### config.mk
export PLATFORM = sky130hd
export DESIGN_NAME = rpi_indicator
export DESIGN_NICKNAME = d
export VERILOG_FILES = /design/src/shared/rpi_pkg.sv /design/src/rpi_indicator.sv
export SDC_FILE = /design/constraint.sdc
export NUM_CORES = 1
export LEC_CHECK = 0
export BUFFER_PORTS_ARGS = -buffer_cell sky130_fd_sc_hd__buf_2
export CAP_MARGIN = 20
export CORE_UTILIZATION = 40
export CTS_BUF_LIST = sky130_fd_sc_hd__clkbuf_8
export DETAILED_ROUTE_END_ITERATION = 10
export PLACE_DENSITY_LB_ADDON = 0.12
export SLEW_MARGIN = 20
export SYNTH_ARGS = -nofsm -noshare
export SYNTH_HDL_FRONTEND = slang
export SYNTH_SLANG_ARGS = --single-unit
### constraint.sdc
create_clock -name I_CLK -period 9.3 [get_ports I_CLK]
set_input_delay 1.86 -clock I_CLK [delete_from_list [all_inputs] [get_ports I_CLK]]
set_output_delay 1.86 -clock I_CLK [all_outputs]
set_load 0.03 [all_outputs]
### src/shared/rpi_pkg.sv
// Constants for the signal-strength indicator on the shared strap pin
// Functional notes
// - Strap pin carries a PWM whose duty encodes received level above sensitivity.
// - Duty spans zero to 95 percent; zero means at or below sensitivity.
// - Period is 8.32 ms, made of 40 steps of 0.208 ms.
// - 10 dB gives 47.5, 20 dB gives 62.5, 30 dB gives 77.5 percent.
// - Hold setting 0 to 0x7F in 100 ms units; zero disables the indicator.
// - Show last strength until hold expires without packets, then zero duty.
// - Hold setting 0xFF keeps the last strength shown forever.
// - After power-up the duty is zero until a packet arrives.
// - During power-up the pin is an input, sampled to choose command mode.
// - After sampling, with non-zero hold, pin becomes output driven low.
// - With non-zero hold, pin stays input for the hold setting in milliseconds after power-up.
// - Packet strength is captured as 0x06 to 0x36; latest capture drives duty.
package rpi_pkg;
	// Clock and timing figures
	localparam int CLK_HZ        = 50000000;
	localparam int STEP_NS       = 208000;               // One duty step, 0.208 ms
	localparam int PERIOD_NS     = 8320000;              // Whole period, 8.32 ms
	localparam int HOLD_UNIT_MS  = 100;                  // Hold setting unit
	localparam int MS_NS         = 1000000;
	localparam int CLK_NS        = 1000000000 / CLK_HZ;
	localparam int STEP_CYC      = STEP_NS / CLK_NS;     // 10400 cycles
	localparam int MS_CYC        = MS_NS / CLK_NS;       // 50000 cycles
	localparam int STEPS         = PERIOD_NS / STEP_NS;  // 40 steps
	// Duty mapping
	localparam logic [5:0] DUTY_MAX    = 6'h26;          // 38 steps, 95 percent
	localparam logic [5:0] DUTY_BASE   = 6'h0d;          // Steps added once margin is above zero
	localparam logic [7:0] STR_MIN     = 8'h06;
	localparam logic [7:0] STR_MAX     = 8'h36;
	localparam logic [7:0] SENS_LEVEL  = 8'h06;          // Strength at sensitivity
	localparam logic [7:0] MAP_NUM     = 8'h03;          // Six steps per ten dB
	localparam logic [7:0] MAP_DEN     = 8'h05;
	// Hold setting codes
	localparam logic [7:0] HOLD_OFF    = 8'h00;
	localparam logic [7:0] HOLD_MAX    = 8'h7f;
	localparam logic [7:0] HOLD_FOREVER = 8'hff;
	// Pin state machine
	typedef enum logic [1:0] {
		ST_SAMPLE,
		ST_INPUT_WAIT,
		ST_INPUT_ONLY,
		ST_DRIVE
	} rpi_state_t;
endpackage

### src/rpi_indicator.sv
// Signal-strength PWM indicator on a pin shared with a power-up strap
`timescale 1ns/1ps
module rpi_indicator #(
	parameter int STEP_CYC = rpi_pkg::STEP_CYC,
	parameter int MS_CYC   = rpi_pkg::MS_CYC
) (
	input  wire logic       I_CLK,
	input  wire logic       I_RESET,
	input  wire logic [7:0] I_INDICATOR_HOLD_TIME,
	input  wire logic       I_PKT_VALID,
	input  wire logic [7:0] I_PKT_STRENGTH,
	input  wire logic       I_STRAP_IN,
	output logic            O_STRAP_OUT,
	output logic            O_STRAP_OE,
	output logic            O_CMD_MODE,
	output logic            O_CMD_MODE_VALID
);

	// Margin above sensitivity to steps of high time
	function automatic logic [5:0] duty_of(input logic [7:0] str);
		logic [7:0] s;
		logic [7:0] m;
		logic [7:0] d;
		s = str;
		m = 8'h00;
		d = 8'h00;
		if (s > rpi_pkg::STR_MAX) begin
			s = rpi_pkg::STR_MAX;
		end
		if (s > rpi_pkg::SENS_LEVEL) begin
			m = s - rpi_pkg::SENS_LEVEL;
			d = 8'((16'(m) * 16'(rpi_pkg::MAP_NUM)) / 16'(rpi_pkg::MAP_DEN));
			d = d + 8'(rpi_pkg::DUTY_BASE);
		end
		if (d > 8'(rpi_pkg::DUTY_MAX)) begin
			d = 8'(rpi_pkg::DUTY_MAX);
		end
		return d[5:0];
	endfunction

	// Pin is driven only in the drive state with a live hold setting
	function automatic logic drives_pin(input rpi_pkg::rpi_state_t st, input logic on);
		return (st == rpi_pkg::ST_DRIVE) && on;
	endfunction

	// Last count of each divider and of the step index
	localparam logic [15:0] STEP_LAST = 16'(STEP_CYC - 1);
	localparam logic [15:0] MS_LAST   = 16'(MS_CYC - 1);
	localparam logic [5:0]  STEP_END  = 6'(rpi_pkg::STEPS - 1);
	localparam logic [6:0]  UNIT_LAST = 7'(rpi_pkg::HOLD_UNIT_MS - 1);

	// Pin role and dividers
	rpi_pkg::rpi_state_t state_r;
	logic [15:0]         ms_cnt_r;
	logic                ms_tick;
	logic [6:0]          unit_cnt_r;
	logic                unit_tick;
	logic [15:0]         step_cnt_r;
	logic                step_tick;
	logic [5:0]          step_idx_r;
	logic                period_end;

	// Input window count, packet and hold state
	logic [7:0]          in_ms_r;
	logic [7:0]          strength_r;
	logic                seen_pkt_r;
	logic [7:0]          hold_left_r;
	logic                active_r;

	// Duty and pin drive
	logic [5:0]          duty_r;
	logic [5:0]          duty_nxt;
	logic                hold_on;
	logic                out_nxt;

	assign hold_on = (I_INDICATOR_HOLD_TIME != rpi_pkg::HOLD_OFF);

	// Millisecond divider
	always_ff @(posedge I_CLK) begin
		if (I_RESET) begin
			ms_cnt_r <= 16'h0000;
		end else if (ms_cnt_r == MS_LAST) begin
			ms_cnt_r <= 16'h0000; // Wrap each millisecond
		end else begin
			ms_cnt_r <= ms_cnt_r + 16'h0001;
		end
	end
	assign ms_tick = (ms_cnt_r == MS_LAST);

	// Hold unit divider, counts milliseconds
	always_ff @(posedge I_CLK) begin
		if (I_RESET) begin
			unit_cnt_r <= 7'h00;
		end else if (ms_tick) begin
			if (unit_cnt_r == UNIT_LAST) begin
				unit_cnt_r <= 7'h00;
			end else begin
				unit_cnt_r <= unit_cnt_r + 7'h01;
			end
		end
	end
	assign unit_tick = ms_tick && (unit_cnt_r == UNIT_LAST);

	// Duty step divider
	always_ff @(posedge I_CLK) begin
		if (I_RESET) begin
			step_cnt_r <= 16'h0000;
		end else if (step_cnt_r == STEP_LAST) begin
			step_cnt_r <= 16'h0000; // Wrap each duty step
		end else begin
			step_cnt_r <= step_cnt_r + 16'h0001;
		end
	end
	assign step_tick = (step_cnt_r == STEP_LAST);

	// Step index within the period
	always_ff @(posedge I_CLK) begin
		if (I_RESET) begin
			step_idx_r <= 6'h00;
		end else if (step_tick) begin
			if (period_end) begin
				step_idx_r <= 6'h00;
			end else begin
				step_idx_r <= step_idx_r + 6'h01;
			end
		end
	end
	assign period_end = step_tick && (step_idx_r == STEP_END);

	// Pin role sequence after power-up
	always_ff @(posedge I_CLK) begin
		if (I_RESET) begin
			state_r <= rpi_pkg::ST_SAMPLE;
			in_ms_r <= 8'h00;
		end else begin
			unique case (state_r)
				rpi_pkg::ST_SAMPLE: begin
					in_ms_r <= 8'h00;
					if (hold_on) begin
						state_r <= rpi_pkg::ST_INPUT_WAIT;
					end else begin
						state_r <= rpi_pkg::ST_INPUT_ONLY;
					end
				end
				rpi_pkg::ST_INPUT_WAIT: begin
					if (!hold_on) begin
						state_r <= rpi_pkg::ST_INPUT_ONLY;
					end else if (in_ms_r >= I_INDICATOR_HOLD_TIME) begin
						state_r <= rpi_pkg::ST_DRIVE;
					end else if (ms_tick) begin
						in_ms_r <= in_ms_r + 8'h01;
					end
				end
				rpi_pkg::ST_INPUT_ONLY: begin
					if (hold_on) begin
						state_r <= rpi_pkg::ST_DRIVE;
					end
				end
				rpi_pkg::ST_DRIVE: begin
					if (!hold_on) begin
						state_r <= rpi_pkg::ST_INPUT_ONLY;
					end
				end
			endcase
		end
	end

	// Strap capture for command mode at power-up
	always_ff @(posedge I_CLK) begin
		if (I_RESET) begin
			O_CMD_MODE       <= 1'b0;
			O_CMD_MODE_VALID <= 1'b0;
		end else if (state_r == rpi_pkg::ST_SAMPLE) begin
			O_CMD_MODE       <= I_STRAP_IN;
			O_CMD_MODE_VALID <= 1'b1;
		end
	end

	// Latest packet strength
	always_ff @(posedge I_CLK) begin
		if (I_RESET) begin
			strength_r <= rpi_pkg::STR_MIN;
		end else if (I_PKT_VALID) begin
			strength_r <= I_PKT_STRENGTH;
		end
	end

	// First packet seen since reset
	always_ff @(posedge I_CLK) begin
		if (I_RESET) begin
			seen_pkt_r <= 1'b0;
		end else if (I_PKT_VALID) begin
			seen_pkt_r <= 1'b1;
		end
	end

	// Hold timer, restarted by each packet
	always_ff @(posedge I_CLK) begin
		if (I_RESET) begin
			hold_left_r <= 8'h00;
			active_r    <= 1'b0;
		end else if (I_PKT_VALID) begin
			hold_left_r <= I_INDICATOR_HOLD_TIME;
			active_r    <= hold_on;
		end else if (I_INDICATOR_HOLD_TIME == rpi_pkg::HOLD_FOREVER) begin
			active_r <= seen_pkt_r;
		end else if (!hold_on) begin
			active_r <= 1'b0;
		end else if (active_r && unit_tick) begin
			if (hold_left_r <= 8'h01) begin
				hold_left_r <= 8'h00;
				active_r    <= 1'b0;
			end else begin
				hold_left_r <= hold_left_r - 8'h01;
			end
		end
	end

	// Duty applied from the next period onward
	always_comb begin
		duty_nxt = 6'h00;
		if (active_r) begin
			duty_nxt = duty_of(strength_r);
		end
	end

	always_ff @(posedge I_CLK) begin
		if (I_RESET) begin
			duty_r <= 6'h00;
		end else if (period_end) begin
			duty_r <= duty_nxt;
		end
	end

	// High phase first, whole steps, capped at 95 percent
	always_comb begin
		out_nxt = 1'b0;
		if (drives_pin(state_r, hold_on)) begin
			out_nxt = (step_idx_r < duty_r);
		end
	end

	// Pin level register
	always_ff @(posedge I_CLK) begin
		if (I_RESET) begin
			O_STRAP_OUT <= 1'b0;
		end else begin
			O_STRAP_OUT <= out_nxt;
		end
	end

	// Pin direction register, lets go on the next clock edge after hold drops to zero
	always_ff @(posedge I_CLK) begin
		if (I_RESET) begin
			O_STRAP_OE <= 1'b0;
		end else begin
			O_STRAP_OE <= drives_pin(state_r, hold_on);
		end
	end

endmodule // rpi_indicator

* Word-level counts from Yosys, hierarchy flattened *
Index checks and enable logic that the tools add are counted.

storage, ports and cells
  flip-flop bits (word level) = 83
  output and inout bits = 4
  logic and storage cells = 93

operators by class
  add/sub/neg operators = 8
  multiply operators = 1
  div/mod/pow operators = 1
  order comparisons = 6
  equal/unequal tests = 17
  mux-type cells = 28
  bitwise logic cells = 1
  reduce and logical (&&, ||, !) cells = 16

operators with widths
  cell                                                                      count
  8-bit two-way mux                                                         12
  16-bit by 1-bit adder with 16-bit output (second input constant)          2
  6-bit two-way mux                                                         3
  10-bit by 3-bit divider with 16-bit output (second input constant)        1
  16-bit by 14-bit equality test with 1-bit output (second input constant)  1
  16-bit equality test (second input constant)                              1
  8-bit by 6-bit > comparator with 1-bit output (second input constant)     2
  8-bit case mux with 2 select lines                                        1
  2-bit != test (second input constant)                                     6
  8-bit by 2-bit multiplier with 10-bit output (second input constant)      1
  2-bit two-way mux                                                         5
  8-bit by 1-bit adder with 8-bit output (second input constant)            1
  8-bit by 4-bit adder with 8-bit output (second input constant)            1
  8-bit equality test (second input constant)                               1
  8-bit >= comparator                                                       1
  8-bit by 3-bit > comparator with 1-bit output (second input constant)     1
  8-bit by 1-bit <= comparator with 1-bit output (second input constant)    1
  4-bit by 2-bit != test with 1-bit output (second input constant)          2
  2-bit case mux with 4 select lines                                        1
  8-bit nonzero test                                                        1
  8-bit by 1-bit subtractor with 8-bit output (second input constant)       1
  8-bit by 3-bit subtractor with 8-bit output (second input constant)       1
  7-bit by 1-bit adder with 7-bit output (second input constant)            1
  7-bit equality test (second input constant)                               1
  16 further kinds                                                          29

* Logic depth before layout (Yosys ltp) *
  depth after elaboration = 12
  depth in mapped cells = 38
  gate-level depth less buffers = 35

* Least setup slack after synthesis *
OpenSTA, ideal clock, no wires.

  kind = register to register
  start point = register strength_r[5]
  end point = register duty_r[2]
  data arrival time = 7634 ps
  required time = 9174 ps
  setup slack = 1540 ps
  stages on the path, launching flop included = 36
  period minus slack after synthesis = 7760 ps
  cell sequence = dfxtp_1 buf_6 a311oi_2 or2b_1 ha_1 nor3_1 xnor2_1 nand2_1 ha_1 clkbuf_1 nand2_1 o21ai_1 a21oi_4 xor2_2 a211oi_1 nor4_2 nor3_1 mux2_4 o31a_1 or3_4 and2_4 xnor2_1 ha_1 nor2_1 maj3_1 o221ai_4 mux2_4 a21boi_2 inv_1 ha_1 o211a_1 o31ai_1 a41oi_1 a211oi_1 a22o_1 a21oi_1

on the way
  longest elaborated chain between the ends = 12
  elaborated cells between the ends (all ways) = 13
  classes of those cells = 2 x add/sub; 1 x mul; 1 x div; 3 x order compare; 6 x mux

ends and longest elaborated chain
  item                                           RTL line              source
  start, declared                                rpi_indicator.sv:65   logic [7:0] strength_r;
  start signal, assigned                         rpi_indicator.sv:182  strength_r <= rpi_pkg::STR_MIN;
  8-bit by 6-bit > comparator with 1-bit output  rpi_indicator.sv:27   if (s > rpi_pkg::STR_MAX) begin
  8-bit two-way mux (*)                          rpi_indicator.sv:27
  8-bit two-way mux (*)                          rpi_indicator.sv:222  if (active_r) begin
  8-bit by 3-bit subtractor with 8-bit output    rpi_indicator.sv:31   m = s - rpi_pkg::SENS_LEVEL;
  8-bit by 2-bit multiplier with 10-bit output   rpi_indicator.sv:32   d = 8'((16'(m) * 16'(rpi_pkg::MAP_NUM)) / 16'(rpi_pkg::MAP_DEN));
  10-bit by 3-bit divider with 16-bit output     rpi_indicator.sv:32
  8-bit by 4-bit adder with 8-bit output         rpi_indicator.sv:33   d = d + 8'(rpi_pkg::DUTY_BASE);
  8-bit two-way mux (*)                          rpi_indicator.sv:30   if (s > rpi_pkg::SENS_LEVEL) begin
  8-bit two-way mux (*)                          rpi_indicator.sv:222
  8-bit by 6-bit > comparator with 1-bit output  rpi_indicator.sv:35   if (d > 8'(rpi_pkg::DUTY_MAX)) begin
  6-bit two-way mux (*)                          rpi_indicator.sv:35
  6-bit two-way mux (*)                          rpi_indicator.sv:222
  end signal, assigned                           rpi_indicator.sv:231  duty_r <= duty_nxt;
  end, declared                                  rpi_indicator.sv:71   logic [5:0] duty_r;

Every way passes the cells marked *; elsewhere a longest branch is shown, timed or not. The select of a mux whose other input is x is not followed.
A chain may end at the register's enable or synchronous reset.

* Worst setup path in the final report *
Same ends and word-level chain as after synthesis.

==> reports/summary.txt <==
largest net degree at the start of global routing = 41
Post-synth EDFFs = 0
Synth top area share = 0.2852
Slew @ Worst Pin = 0.8524 ns
sequential share of the synthesized area = 0.2852
Largest stage delay, worst path = 0.54 ns
Setup Buffers After CTS = 0
H-tree levels = 3
initial core utilization = 0.4149
DRT Pass-1 Iters = 5
post-route minimum period = 8.825 ns
via/cell ratio = 5.488
clk_lat worst skew = 0.35 ns
Tot GR Track Use = 0.1853
Worst Clk Skew = 0.006569 ns
via count = 5,065
Synth Flop Type = dfxtp_1
CP Capture Type = flip-flop
share of layout cells above drive strength 1 = 0.1171
post-synthesis compound-gate area fraction = 0.2025
Max-Slew Margin vs Limit = 0.4237
simple-gate share of the synthesized area = 0.2807
TritonCTS clock tree = built
Area contributors post-synth = dfxtp_1, nor2_1, ha_1
Total Neg Setup Slack = 0 ns
P_int = 0.9686 mW
wire length of the first global-routing pass = 22,430 um
multi-input logic area = 0.003925 mm^2
post-route ant nets = 0
CTS root buffer = clkbuf_8
total CTS buffers = 9
Netlist cell types = 99
MaxCap Viol Count = 0
Post-Syn Instances = 722
sw frac = 0.4591
f_max = 113.3 MHz
synthesized area = 0.005826 mm^2
worst endpoint required time = 9.54 ns
die height = 122.7 um
unrepaired setup endpoints after global routing = no
register bit count reported by yosys = 83
Async S/R FF share, synth = 0
number of synthesis warnings = 0
Core ar. = 0.01404 mm^2
Post-Layout Cell Count = 923
pwr dens = 284.8 mW/mm^2
synth-to-layout area growth = 7.947%
sequential power share = 0.207
post-synthesis mux area share = 0.02491
power share of the clock group = 0.143
status = finished clean
die area = 0.01505 mm^2
worst vdd ir = 0.1595 mV
# nets final = 791
classification of the worst setup path = reg2reg
largest family of logic cells by synthesized area = simple AND/OR/NAND/NOR gates
final count of hold timing violations = 0
die width = 122.7 um
DP Cell Count = 907
antenna violations before repair = 0
clock-pin slew reported for the worst setup and hold paths after clock tree synthesis = 0.08 ns
I/O Buffers = 23
drt total wl = 13,090 um
area leader, netlist = dfxtp_1
most frequent cell on the critical path = ha_1
register area = 0.001662 mm^2
DPL Wire Length = 9774 um
Startpoint Class = flip-flop
hold_buf cts = 0
Comb power frac = 0.650
crit-path max FO = 20
Final setup viols = 0
number of global-route vias before repair = 4,734
final antenna diode count = 0
Post-Synth XOR/XNOR Area = 0.09149
synthesized area per cell = 8.069 um^2
Mapped Nets = 775
Leak Pwr = 2.510 nW
total global routing overflow = 0
hold crit path type = reg2reg
Longest Clk Path Bufs = 2
Net Sw Power = 0.8222 mW
# clock sinks = 83
DRC errors left = 0
adder-cell share of the synthesized area = 0.07259
drt initial violations = 445
Worst Path Arrival = 9.06 ns
max-slew violations = 0
Routed WL per cell = 14.18 um
slowest stage cell on the critical path = a311oi_2
fill count = 1,409
IO Count = 24
Rows = 43
GP Congestion = 0.8732
Tcrit/Tclk final = 0.9489
logic make-up (layout without fill, tap and decap cells):
logic type	count (synthesis)	count (layout)
adder cells (fa/ha/maj)	34	34
AO/OA/AOI/OAI	155	155
buffers and inverters	55	76
flip-flops	83	83
multiplexers	13	13
XOR/XNOR	60	60
AND/OR/NAND/NOR	322	322
metal layers:
layer  routed length, um  global-route usage
met5                   0                   0
met4                 250             0.05412
met3                 430             0.04275
met2                5575              0.2795
met1                6832              0.2610
synth_stat cells, drive strengths merged (3+ instances only):
cell type	n
o21ai	31
buf	7
nand2	54
o221ai	3
nor4	8
o31ai	4
nor2	114
and4	7
mux2	3
clkbuf	15
or2	8
ha	33
dfxtp	83
a311o	3
a22oi	3
o22ai	7
a211oi	8
a31oi	3
nand2b	9
a211o	4
mux2i	10
a221oi	3
a21oi	42
xor2	33
nand4	12
or3	10
xnor2	27
inv	31
nor4bb	3
o211ai	6
nor2b	10
and2	11
nor3	19
a21o	5
or4	4
nand3	25
and3	16
per-stage QoR:
stage                     power (mW)  setup slack [ns]  hold slack, ns  instance area [um^2]    util
after floorplan                1.320             1.540          0.4132                  5826       -
after global placement         1.516            0.9444          0.4257                  6086  0.4334
after detailed placement       1.518            0.5633          0.4435                  6086  0.4334
after CTS                      1.786            0.5250          0.4589                  6280  0.4472
after global routing           1.939           0.03567          0.4756                  6289  0.4478
final                          1.791            0.4750          0.4524                  6289  0.4478
worst max-delay path, delay by kind of cell (launching register included):
| family | cells | cell delay, ns |
|---|---|---|
| AO/OA/AOI/OAI | 15 | 4.00 |
| AND/OR/NAND/NOR | 6 | 1.66 |
| buffers and inverters | 2 | 0.17 |
| adder cells (fa/ha/maj) | 5 | 1.60 |
| multiplexers | 2 | 0.64 |
| flip-flops | 1 | 0.39 |
| XOR/XNOR | 1 | 0.25 |
cell usage in the layout, fill, tap and decap left out, drive strengths merged, types with 5 or more instances in the layout:
cell	netlist	final
nor2	114	114
o22ai	7	7
o21ai	31	31
nand2	54	54
xnor2	27	27
xor2	33	33
or3	10	10
nor4	8	8
nand4	12	12
a21oi	42	42
nor2b	10	10
buf	7	27
or2	8	8
o211ai	6	6
nand3	25	25
a211oi	8	8
and2	11	11
clkbuf	15	9
nand2b	9	9
a21o	5	5
and4	7	7
and3	16	16
ha	33	33
mux2i	10	10
nor3	19	19
inv	31	32
dfxtp	83	83
final timing paths:
| check | slack, ns | cells after the start | to | start |
|---|---|---|---|---|
| worst max register to register | 0.48 | 31 | duty_r[2] | strength_r[5] |
| worst max-delay path | 0.48 | 31 | duty_r[2] | strength_r[5] |
| worst min-delay path | 0.45 | 1 | ms_cnt_r[0] | ms_cnt_r[0] |
| worst min register to register | 0.45 | 1 | ms_cnt_r[0] | ms_cnt_r[0] |
sequential cells by signal, indices dropped and copies added, names as in the netlist:
signal / count
strength_r: 8
ms_cnt_r: 16
O_CMD_MODE_VALID: 1
in_ms_r: 8
state_r: 2
unit_cnt_r: 7
O_STRAP_OE: 1
active_r: 1
step_cnt_r: 16
seen_pkt_r: 1
hold_left_r: 8
O_STRAP_OUT: 1
O_CMD_MODE: 1
duty_r: 6
step_idx_r: 6
cell type report:
class	instances	area share
Clock buffer	9	0.01970
Clock inverter	7	0.01114
Sequential cell	83	0.2642
Inverter	33	0.02189
Multi-Input combinational cell	584	0.6242
Timing Repair Buffer	27	0.02308
Tap cell	180	0.03581
power groups by stage:
stage	clock network, mW	registers [mW]	logic, mW
6_report	0.255	0.371	1.16
3_3_place_gp	0	0.379	1.14
3_5_place_dp	0	0.379	1.14
4_1_cts	0.268	0.371	1.15
5_1_grt	0.283	0.372	1.28
2_1_floorplan	0	0.377	0.943
what timing repair did:
item	in CTS	in global routing
setup endpoints to repair	0	1
hold endpoints to repair	0	0
gates resized for setup	0	1
No activity file was read; power rests on OpenSTA's default activity.
